**config.mk**
```make
export PLATFORM = sky130hd
export DESIGN_NAME = obps_seq
export DESIGN_NICKNAME = d
export VERILOG_FILES = /design/src/shared/obps_pkg.sv /design/src/hw/obps_timer.sv /design/src/hw/obps_seq.sv
export VERILOG_INCLUDE_DIRS = /design/src /design/src/shared
export SDC_FILE = /design/constraint.sdc
export NUM_CORES = 1
export LEC_CHECK = 0
export BUFFER_PORTS_ARGS = -buffer_cell sky130_fd_sc_hd__buf_2
export CAP_MARGIN = 30
export CORE_AREA = 2 2 314 316
export DETAILED_ROUTE_END_ITERATION = 7
export DIE_AREA = 0 0 316 318
export SLEW_MARGIN = 10
export SYNTH_ARGS = -nofsm -noshare
export SYNTH_HDL_FRONTEND = slang
export SYNTH_SLANG_ARGS = --single-unit
```
**constraint.sdc**
```tcl
create_clock -name clk -period 9.6 [get_ports clk]
set_input_delay 0.48 -clock clk [delete_from_list [all_inputs] [get_ports clk]]
set_output_delay 0.48 -clock clk [all_outputs]
set_load 0.01 [all_outputs]
```
**src/shared/obps_regs.svh**
```systemverilog
// register offsets, field positions, keys, protect codes and timing counts of the option sequencer
`ifndef OBPS_REGS_SVH
`define OBPS_REGS_SVH
// register byte offsets (word aligned)
`define OBPS_OFF_KEY 8'h00
`define OBPS_OFF_CTRL 8'h04
`define OBPS_OFF_STAT 8'h08
`define OBPS_OFF_ADDR 8'h0C
`define OBPS_OFF_DATA 8'h10
`define OBPS_OFF_OPT 8'h14
`define OBPS_OFF_WPS 8'h18
`define OBPS_OFF_RDBK 8'h1C
// control bits
`define OBPS_CTL_OPTION_ERASE 0
`define OBPS_CTL_START_TRIGGER 1
`define OBPS_CTL_FAST_PAGE_PROGRAM 2
`define OBPS_CTL_BCLR 3
`define OBPS_CTL_BLOAD 4
`define OBPS_CTL_OWE 5
// status bits
`define OBPS_ST_BSY 0
`define OBPS_ST_WBSY 1
`define OBPS_ST_DONE 2
`define OBPS_ST_ERR 3
// unlock keys and protect codes
`define OBPS_KEY_FIRST 32'h45670123
`define OBPS_KEY_SECOND 32'hCDEF89AB
`define OBPS_UNPROT 8'hA5
`define OBPS_UNPROT_N 8'h5A
// option image erased value and factory image
`define OBPS_ERASED 32'hFFFFFFFF
`define OBPS_OPT_DEFAULT 32'h5AA5_5AA5
// operation times in ns and cycles at 50 MHz
`define OBPS_CLK_NS 20
`define OBPS_T_BCLR_NS 40
`define OBPS_T_LOAD_NS 40
`define OBPS_T_PROG_NS 2000
`define OBPS_T_ERASE_NS 4000
`define OBPS_T_MERASE_NS 8000
`define OBPS_CYC(ns) (((ns) + `OBPS_CLK_NS - 1) / `OBPS_CLK_NS)
`endif

```
**src/shared/obps_pkg.sv**
```systemverilog
// types shared by the option byte sequencer
package obps_pkg;
    typedef enum logic [2:0] {
        OBPS_IDLE = 3'b000,
        OBPS_BCLR = 3'b001,
        OBPS_LOAD = 3'b010,
        OBPS_PROG = 3'b011,
        OBPS_ERASE = 3'b100,
        OBPS_MERASE = 3'b101
    } obps_state_t;
    typedef enum logic [1:0] {
        OBPS_K_NONE = 2'b00,
        OBPS_K_HALF = 2'b01
    } obps_key_t;
endpackage

```
**src/hw/obps_timer.sv**
```systemverilog
// down counter that times one flash operation and pulses when it expires
`timescale 1ns/100ps
`default_nettype none
module obps_timer #(
    parameter int WIDTH = 16
) (
    // clock and reset
    input wire logic clk,
    input wire logic rst,
    // control
    input wire logic load,
    input wire logic [WIDTH-1:0] count,
    output logic expired,
    output logic running
);
    logic [WIDTH-1:0] remain;

    // count down after a load, pulse at the last cycle
    always_ff @(posedge clk or posedge rst) begin
        if (rst) begin
            remain <= '0;
        end else if (load) begin
            remain <= count;
        end else if (remain != '0) begin
            remain <= remain - 1'b1;
        end
    end

    assign running = (remain != '0);
    assign expired = (remain == {{(WIDTH-1){1'b0}}, 1'b1});
endmodule
`default_nettype wire

```
**src/hw/obps_seq.sv**
```systemverilog
// option byte program and erase sequencer with avalon-mm register slave
// Operation
// - option unlock needs first key then second key written to key register
// - correct key pair sets option write enable
// - clearing option write enable relocks; erase and program then refused
// - fast page program bit selects fast page programming
// - buffer clear empties the page buffer, done flag marks completion
// - each 32-bit word is latched by buffer load; write busy shows progress
// - address then start bit programs the buffered page
// - page end shown by busy low and done flag; software checks errors
// - lifting read protection erases whole main memory automatically
// - option erase bit then start erases whole option area, needs enable
// - erased option bytes read back as all ones
// - option status bit reads one while flash is read protected
// - option erase alone does not lift read protection
// - new read protect code acts only after reset reload
// - write protect status bit per 2K region, one means writable
// - new write protect bytes act only after reset reload
// - unprotected only when code is A5 and complement is 5A
// - each option byte is stored beside its inverse in a word
`timescale 1ns/100ps
`default_nettype none
`include "obps_regs.svh"
module obps_seq #(
    parameter int WORDS = 16,
    parameter int OPT_WORDS = 4,
    parameter int TW = 16
) (
    // clock and reset
    input wire logic clk,
    input wire logic rst,
    // avalon-mm slave
    input wire logic [7:0] address,
    input wire logic read,
    input wire logic write,
    input wire logic [31:0] writedata,
    output logic [31:0] readdata,
    output logic waitrequest,
    // flash array side
    output logic main_erase_req,
    output logic [31:0] prog_word,
    output logic prog_word_valid,
    output logic [$clog2(WORDS)-1:0] prog_word_idx
);
    import obps_pkg::*;

    localparam logic [TW-1:0] CYC_BCLR = TW'(`OBPS_CYC(`OBPS_T_BCLR_NS));
    localparam logic [TW-1:0] CYC_LOAD = TW'(`OBPS_CYC(`OBPS_T_LOAD_NS));
    localparam logic [TW-1:0] CYC_PROG = TW'(`OBPS_CYC(`OBPS_T_PROG_NS));
    localparam logic [TW-1:0] CYC_ERASE = TW'(`OBPS_CYC(`OBPS_T_ERASE_NS));
    localparam logic [TW-1:0] CYC_MERASE = TW'(`OBPS_CYC(`OBPS_T_MERASE_NS));
    localparam int IW = $clog2(WORDS);

    obps_state_t state;
    obps_key_t key_state;
    logic option_write_enable;
    logic option_erase;
    logic fast_page_program;
    logic operation_done_flag;
    logic err_flag;
    logic [31:0] page_addr;
    logic [31:0] data_stage;
    logic [31:0] page_buf [WORDS];
    logic [IW-1:0] load_ptr;
    logic [IW:0] prog_ptr;
    logic [31:0] opt_img [OPT_WORDS] = '{default: `OBPS_OPT_DEFAULT}; // factory image before any erase
    logic read_protect_active;
    logic [31:0] write_protect_status;
    logic reload_pending;
    logic lift_pending;
    logic t_load;
    logic [TW-1:0] t_count;
    logic t_expired;
    logic rd_ack;
    logic busy;
    logic write_busy;
    logic ctl_wr;
    logic start_req;
    logic bclr_req;
    logic bload_req;
    logic [1:0] opt_sel;

    ////////////////////////////////////////////////////////////////
    // bus handshake: writes take one cycle, reads take two
    always_ff @(posedge clk or posedge rst) begin
        if (rst) begin
            rd_ack <= 1'b0;
        end else begin
            rd_ack <= read && !rd_ack;
        end
    end
    assign waitrequest = read && !rd_ack;

    assign busy = (state != OBPS_IDLE);
    assign write_busy = (state == OBPS_LOAD);
    assign ctl_wr = write && (address == `OBPS_OFF_CTRL);
    // requests while busy are dropped; the running operation stays intact
    assign start_req = ctl_wr && writedata[`OBPS_CTL_START_TRIGGER] && !busy;
    assign bclr_req = ctl_wr && writedata[`OBPS_CTL_BCLR] && !busy;
    assign bload_req = ctl_wr && writedata[`OBPS_CTL_BLOAD] && !busy;
    assign opt_sel = page_addr[3:2];

    ////////////////////////////////////////////////////////////////
    // two-key unlock; any stray value drops back to locked
    always_ff @(posedge clk or posedge rst) begin
        if (rst) begin
            key_state <= OBPS_K_NONE;
            option_write_enable <= 1'b0;
        end else if (write && address == `OBPS_OFF_KEY) begin
            if (key_state == OBPS_K_NONE && writedata == `OBPS_KEY_FIRST) begin
                key_state <= OBPS_K_HALF;
            end else if (key_state == OBPS_K_HALF && writedata == `OBPS_KEY_SECOND) begin
                key_state <= OBPS_K_NONE;
                option_write_enable <= 1'b1;
            end else begin
                key_state <= OBPS_K_NONE;
                option_write_enable <= 1'b0;
            end
        end else if (ctl_wr && !writedata[`OBPS_CTL_OWE]) begin
            option_write_enable <= 1'b0;
        end
    end

    ////////////////////////////////////////////////////////////////
    // mode bits held in the control register
    always_ff @(posedge clk or posedge rst) begin
        if (rst) begin
            option_erase <= 1'b0;
            fast_page_program <= 1'b0;
        end else if (ctl_wr) begin
            option_erase <= writedata[`OBPS_CTL_OPTION_ERASE];
            fast_page_program <= writedata[`OBPS_CTL_FAST_PAGE_PROGRAM];
        end
    end

    // address and staged data words
    always_ff @(posedge clk or posedge rst) begin
        if (rst) begin
            page_addr <= 32'h0000_0000;
            data_stage <= 32'h0000_0000;
        end else if (write && address == `OBPS_OFF_ADDR) begin
            page_addr <= writedata;
        end else if (write && address == `OBPS_OFF_DATA) begin
            data_stage <= writedata;
        end
    end

    ////////////////////////////////////////////////////////////////
    // operation sequencer
    always_ff @(posedge clk or posedge rst) begin
        if (rst) begin
            state <= OBPS_IDLE;
        end else begin
            case (state)
                OBPS_IDLE: begin
                    if (bclr_req && fast_page_program) begin
                        state <= OBPS_BCLR;
                    end else if (bload_req && fast_page_program) begin
                        state <= OBPS_LOAD;
                    end else if (start_req && option_write_enable && option_erase) begin
                        state <= OBPS_ERASE;
                    end else if (start_req && option_write_enable && fast_page_program) begin
                        state <= OBPS_PROG;
                    end
                end
                OBPS_PROG: begin
                    if (t_expired) begin
                        state <= lift_pending ? OBPS_MERASE : OBPS_IDLE;
                    end
                end
                OBPS_BCLR, OBPS_LOAD, OBPS_ERASE, OBPS_MERASE: begin
                    if (t_expired) begin
                        state <= OBPS_IDLE;
                    end
                end
                default: begin
                    state <= OBPS_IDLE;
                end
            endcase
        end
    end

    // timer load on entry to every state except idle
    always_comb begin
        t_load = 1'b0;
        t_count = CYC_BCLR;
        if (state == OBPS_IDLE && bclr_req && fast_page_program) begin
            t_load = 1'b1;
            t_count = CYC_BCLR;
        end else if (state == OBPS_IDLE && bload_req && fast_page_program) begin
            t_load = 1'b1;
            t_count = CYC_LOAD;
        end else if (state == OBPS_IDLE && start_req && option_write_enable && option_erase) begin
            t_load = 1'b1;
            t_count = CYC_ERASE;
        end else if (state == OBPS_IDLE && start_req && option_write_enable && fast_page_program) begin
            t_load = 1'b1;
            t_count = CYC_PROG;
        end else if (state == OBPS_PROG && t_expired && lift_pending) begin
            t_load = 1'b1;
            t_count = CYC_MERASE;
        end
    end

    obps_timer #(
        .WIDTH(TW)
    ) u_timer (
        .clk(clk),
        .rst(rst),
        .load(t_load),
        .count(t_count),
        .expired(t_expired),
        .running()
    );

    ////////////////////////////////////////////////////////////////
    // page buffer; clear fills it with ones, loads advance the pointer
    always_ff @(posedge clk) begin
        if (state == OBPS_BCLR && t_expired) begin
            for (int i = 0; i < WORDS; i++) begin
                page_buf[i] <= `OBPS_ERASED;
            end
        end else if (state == OBPS_LOAD && t_expired) begin
            page_buf[load_ptr] <= data_stage;
        end
    end

    always_ff @(posedge clk or posedge rst) begin
        if (rst) begin
            load_ptr <= '0;
        end else if (state == OBPS_BCLR && t_expired) begin
            load_ptr <= '0;
        end else if (state == OBPS_LOAD && t_expired) begin
            load_ptr <= load_ptr + 1'b1;
        end
    end

    // stream the page to the array while programming
    always_ff @(posedge clk or posedge rst) begin
        if (rst) begin
            prog_ptr <= '0;
            prog_word <= 32'h0000_0000;
            prog_word_valid <= 1'b0;
            prog_word_idx <= '0;
        end else if (state == OBPS_PROG && prog_ptr < (IW+1)'(WORDS)) begin
            prog_ptr <= prog_ptr + 1'b1;
            prog_word <= page_buf[prog_ptr[IW-1:0]];
            prog_word_valid <= 1'b1;
            prog_word_idx <= prog_ptr[IW-1:0];
        end else begin
            if (state != OBPS_PROG) begin
                prog_ptr <= '0;
            end
            prog_word_valid <= 1'b0;
        end
    end

    ////////////////////////////////////////////////////////////////
    // option image: erase to ones, program copies the first OPT_WORDS buffer words
    // non-volatile, so reset leaves it alone and only reloads protection from it
    always_ff @(posedge clk) begin
        if (state == OBPS_ERASE && t_expired) begin
            for (int i = 0; i < OPT_WORDS; i++) begin
                opt_img[i] <= `OBPS_ERASED;
            end
        end else if (state == OBPS_PROG && t_expired) begin
            for (int i = 0; i < OPT_WORDS; i++) begin
                opt_img[i] <= page_buf[i];
            end
        end
    end

    // a protected part becomes unprotected only via a full main erase
    always_comb begin
        lift_pending = read_protect_active && page_buf[0][7:0] == `OBPS_UNPROT
            && page_buf[0][15:8] == `OBPS_UNPROT_N;
    end

    ////////////////////////////////////////////////////////////////
    // protection state is latched once after reset release, not live
    always_ff @(posedge clk or posedge rst) begin
        if (rst) begin
            reload_pending <= 1'b1;
            read_protect_active <= 1'b1;
            write_protect_status <= 32'h0000_0000;
        end else if (reload_pending) begin
            reload_pending <= 1'b0;
            read_protect_active <= !(opt_img[0][7:0] == `OBPS_UNPROT
                && opt_img[0][15:8] == `OBPS_UNPROT_N);
            write_protect_status <= {opt_img[3][23:16], opt_img[3][7:0],
                opt_img[2][23:16], opt_img[2][7:0]};
        end
    end

    ////////////////////////////////////////////////////////////////
    // done and error flags; the set wins over a clear in the same cycle
    always_ff @(posedge clk or posedge rst) begin
        if (rst) begin
            operation_done_flag <= 1'b0;
            err_flag <= 1'b0;
        end else begin
            if (state != OBPS_IDLE && state != OBPS_LOAD && t_expired
                && !(state == OBPS_PROG && lift_pending)) begin
                operation_done_flag <= 1'b1;
            end else if (write && address == `OBPS_OFF_STAT && writedata[`OBPS_ST_DONE]) begin
                operation_done_flag <= 1'b0;
            end
            if (start_req && !option_write_enable) begin
                err_flag <= 1'b1;
            end else if (write && address == `OBPS_OFF_STAT && writedata[`OBPS_ST_ERR]) begin
                err_flag <= 1'b0;
            end
        end
    end

    assign main_erase_req = (state == OBPS_MERASE);

    ////////////////////////////////////////////////////////////////
    // read data mux, unmapped reads return zero
    always_ff @(posedge clk or posedge rst) begin
        if (rst) begin
            readdata <= 32'h0000_0000;
        end else if (read && !rd_ack) begin
            case (address)
                `OBPS_OFF_CTRL: readdata <= {26'h0, option_write_enable, 2'b00,
                    fast_page_program, 1'b0, option_erase};
                `OBPS_OFF_STAT: readdata <= {28'h0, err_flag, operation_done_flag, write_busy, busy};
                `OBPS_OFF_ADDR: readdata <= page_addr;
                `OBPS_OFF_OPT: readdata <= {31'h0, read_protect_active};
                `OBPS_OFF_WPS: readdata <= write_protect_status;
                `OBPS_OFF_RDBK: readdata <= opt_img[opt_sel];
                default: readdata <= 32'h0000_0000;
            endcase
        end
    end

    ////////////////////////////////////////////////////////////////
    // checks
    unlock_order_a: assert property (@(posedge clk) disable iff (rst)
        (write && address == `OBPS_OFF_KEY && writedata == `OBPS_KEY_SECOND && key_state != OBPS_K_HALF)
        |=> !option_write_enable) else $error("enable set without first key");
    unlock_set_a: assert property (@(posedge clk) disable iff (rst)
        (write && address == `OBPS_OFF_KEY && writedata == `OBPS_KEY_SECOND && key_state == OBPS_K_HALF)
        |=> option_write_enable) else $error("enable not set after keys");
    relock_a: assert property (@(posedge clk) disable iff (rst)
        (!option_write_enable && state == OBPS_IDLE) |=> state != OBPS_ERASE && state != OBPS_PROG)
        else $error("option operation while locked");
    busy_ignore_a: assert property (@(posedge clk) disable iff (rst)
        (busy && !t_expired) |=> $stable(state)) else $error("request accepted while busy");
    erase_ones_a: assert property (@(posedge clk) disable iff (rst)
        (state == OBPS_ERASE && t_expired) |=> opt_img[0] == `OBPS_ERASED) else $error("erase left zeros");
    done_set_a: assert property (@(posedge clk) disable iff (rst)
        (state == OBPS_ERASE && t_expired) |=> operation_done_flag && !busy) else $error("no done after erase");
    rdp_hold_a: assert property (@(posedge clk) disable iff (rst)
        !reload_pending |=> $stable(read_protect_active)) else $error("protect changed without reload");
    merase_a: assert property (@(posedge clk) disable iff (rst)
        (state == OBPS_PROG && t_expired && lift_pending) |=> main_erase_req[*2]) else $error("no main erase");
    load_adv_a: assert property (@(posedge clk) disable iff (rst)
        (state == OBPS_LOAD && t_expired) |=> load_ptr == $past(load_ptr) + 1'b1) else $error("pointer stuck");
    erase_c: cover property (@(posedge clk) disable iff (rst) state == OBPS_ERASE && t_expired);
    prog_c: cover property (@(posedge clk) disable iff (rst) state == OBPS_PROG && t_expired);
    merase_c: cover property (@(posedge clk) disable iff (rst) main_erase_req);
endmodule
`default_nettype wire

```
==> metrics <==
initial core utilization=38.6%; Tcrit/Tclk final=48.6%; final setup fails=0; die height=318 um; Setup Crit Path Kind=reg2reg; largest net degree at the start of global routing=133; Seq cells post-synth=842; Placed Instances=3720; R2R setup slack=4.93 ns; worst hold path cell count=2; Max transition margin=34.5%; H-tree Lvls=3; Worst EP arrival=4.92 ns; CP most frequent cell=buf_4; drt drc=0; register area share after synthesis=64.5%; Final Cell Area=42500 um2; Worst Path Buf+Inv=2; share of cells above drive strength 1=29.0%; final hold violation count=0; combinational share of power=1.8%; P&R area growth vs syn=13.0%; IO Port Bufs=114; final RePlAce weighted congestion=0.829; Overall Global Routing Usage=19.6%; antenna viol nets, final=0; Placed Area=39400 um2; clk slew on worst S/H paths=0.06 ns; CTS tree=built; Num CTS Buffers=90; Crit path max-delay family=simple AND/OR/NAND/NOR gates; top cell type's share of synthesized area=51.1%; cts-stage hold buffer count=1; hpwl dp=62800 um; P per Cell Area=180 nW/um2; Ys Warns=0; PostCTS Resize Cnt=0; Ports=115; Max Fclk=214 MHz; Total Wirelength=98300 um; WP data required=9.85 ns; Slew @ Worst Pin=0.980 ns; total number of vias=21800; Clock power frac=46.3%; R2R Path End=page_buf[9][31]; leakage power=0.0156 uW; startpoint types=flip-flop; initial drt markers=2330; die width=316 um; Pins Over Slew Limit=0; Worst-Skew Late Latency=0.64 ns; Syn Area/Cell=15.0 um2; Mapped Area=37600 um2; Final Skew=0.0198 ns; CTS Sinks=842; Post-Syn Nets=2560; final std cells w/o fill=3896; initial antenna violation count=6; FILL cells=8554; P_sw=1570 uW; GRT overflow=0; hold endpoint=page_addr[18]; slowest cell on the critical path=or2_2; synth top area cells=edfxtp_1 51%, dfrtp_1 13%, mux4_2 9.6%; Core Box Area=97400 um2; reg-to-reg startpoint=u_timer.remain[2]; DR WL/cell=25.2 um; CTS Root Cell=clkbuf_16; ys async rst share=24.0%; sw frac=20.6%; Synth cell types=71; cell internal pwr=6060 uW; first-pass iteration count of the detailed router=5; final critical-path required period=4.67 ns; worst-path fanout max=91; Mapped Cells=2508; Synth area leader=edfxtp_1; die area=100000 um2; Hold Path Class=in2reg; row count=115; unrepaired setup endpoints after global routing=false; Nets=2584; Post-synth EDFFs=640; CP endpoint kind=flip-flop; overall power=7640 uW; slowest cell delay on critical path=0.76 ns; number of vias per cell=5.61; Max VDD drop=131 uV; first-pass GRT wire length=146000 um; critical-path cell list=nor4_4 -> and4_1 -> nand3_4 -> buf_4 -> nor3_4 -> buf_4 -> or2_2; Reg2Reg Depth=7; Setup Buffers After CTS=0; hold path start=writedata[18]; vias in the first global route=21900; Sequential Power Share=51.9%; status=finished clean; TNS Setup=0 ns; final hold slack=0.114 ns; Most used DFF post-synth=edfxtp_1; Bufs on Longest Clock Path=3; Max Cap Viol=0
## placed cells by master (no fill, tap or decap), types with 20 or more instances in the layout
master       n
edfxtp_1   640
or3_1      261
nand2b_1   213
dfrtp_1    196
mux4_2     160
or2_2      132
mux2_2     131
buf_2      114
clkbuf_16   93
nor2_1      65
nand2_1     61
nor3_1      46
or2b_1      44
a31oi_1     35
buf_4       35
mux2i_1     33
a221o_1     32
a22oi_1     31
clkbuf_1    20
## per-layer routing
metal | track usage (%) | share of wire, % | up-vias
met2 | 31.3 | 48 | 800
met5 | 0 | 0 | -
li1 | - | - | 9557
met4 | 5.38 | 2.6 | 0
met1 | 27.4 | 42 | 11400
met3 | 3.55 | 7.3 | 136
## worst max-delay path by stage
| stage | end | from | cells after the start | slack, ns |
|---|---|---|---|---|
| after floorplan | opt_img[0][0] | u_timer.remain[2] | 6 | 1.31 |
| after global placement | page_buf[8][25] | u_timer.remain[8] | 7 | 5.05 |
| after detailed placement | page_buf[8][21] | u_timer.remain[8] | 7 | 5.03 |
| after CTS | page_buf[8][12] | u_timer.remain[8] | 7 | 5.02 |
| after global routing | page_buf[8][12] | u_timer.remain[8] | 7 | 4.67 |
| final | page_buf[9][31] | u_timer.remain[2] | 7 | 4.93 |
## registers in the layout (all words and copies together), names as in the netlist, 3 cells and up
signal / flops
page_addr: 32
load_ptr: 4
state: 3
write_protect_status: 32
prog_word: 32
opt_img: 128
readdata: 32
data_stage: 32
page_buf: 512
prog_word_idx: 4
u_timer.remain: 16
prog_ptr: 5
## cell families after synthesis
kind of cell | Yosys count | synth area share (%)
muxes | 324 | 14.4
buffers and inverters | 242 | 2.49
AOI/OAI and AO/OA | 157 | 3.15
adders and majority gates | 8 | 0.266
other | 1 | 0.00997
and+or+nand+nor | 916 | 14.7
DFF | 842 | 64.5
xor gates and xnor gates | 18 | 0.419
## final cells by class
class	instances	area, um2	area share (%)
inverter	16	67.6	0.159
multi-input combinational	1424	12500	29.5
antenna	2	5.00	0.0118
timing repair buffer	158	1000	2.35
tap	1287	1610	3.79
sequential	842	24300	57.1
clock inverter	47	497	1.17
clock buffer	120	2500	5.88
## synth_stat cells, drive strengths merged (6+ instances only)
master	instances
edfxtp	640
or3	261
nand2b	213
dfrtp	200
clkbuf	194
mux4	160
or2	139
mux2	131
nor2	66
nand2	62
nor3	50
or2b	44
a31oi	35
mux2i	33
a221o	32
buf	32
a22oi	31
nand3	21
a21oi	17
inv	16
xnor2	11
o21ai	10
nor4	9
ha	8
or4b	7
xor2	7
nand4	6
## power by group through the flow
stage / sequential (uW) / clock, uW / combinational [uW]
after floorplan: 4010 / 0 / 86.6
after global routing: 3970 / 3740 / 151
final: 3970 / 3530 / 136
after global placement: 4040 / 0 / 137
after detailed placement: 4040 / 0 / 139
after CTS: 3970 / 3590 / 140
## through the flow
stage               util, %  setup WS (ns)
floorplan                 -           1.31
global placement       40.4           5.05
detailed placement     40.4           5.03
CTS                    43.5           5.02
global route           43.6           4.67
finish                 43.6           4.93
No activity file was read; power rests on OpenSTA's default activity.
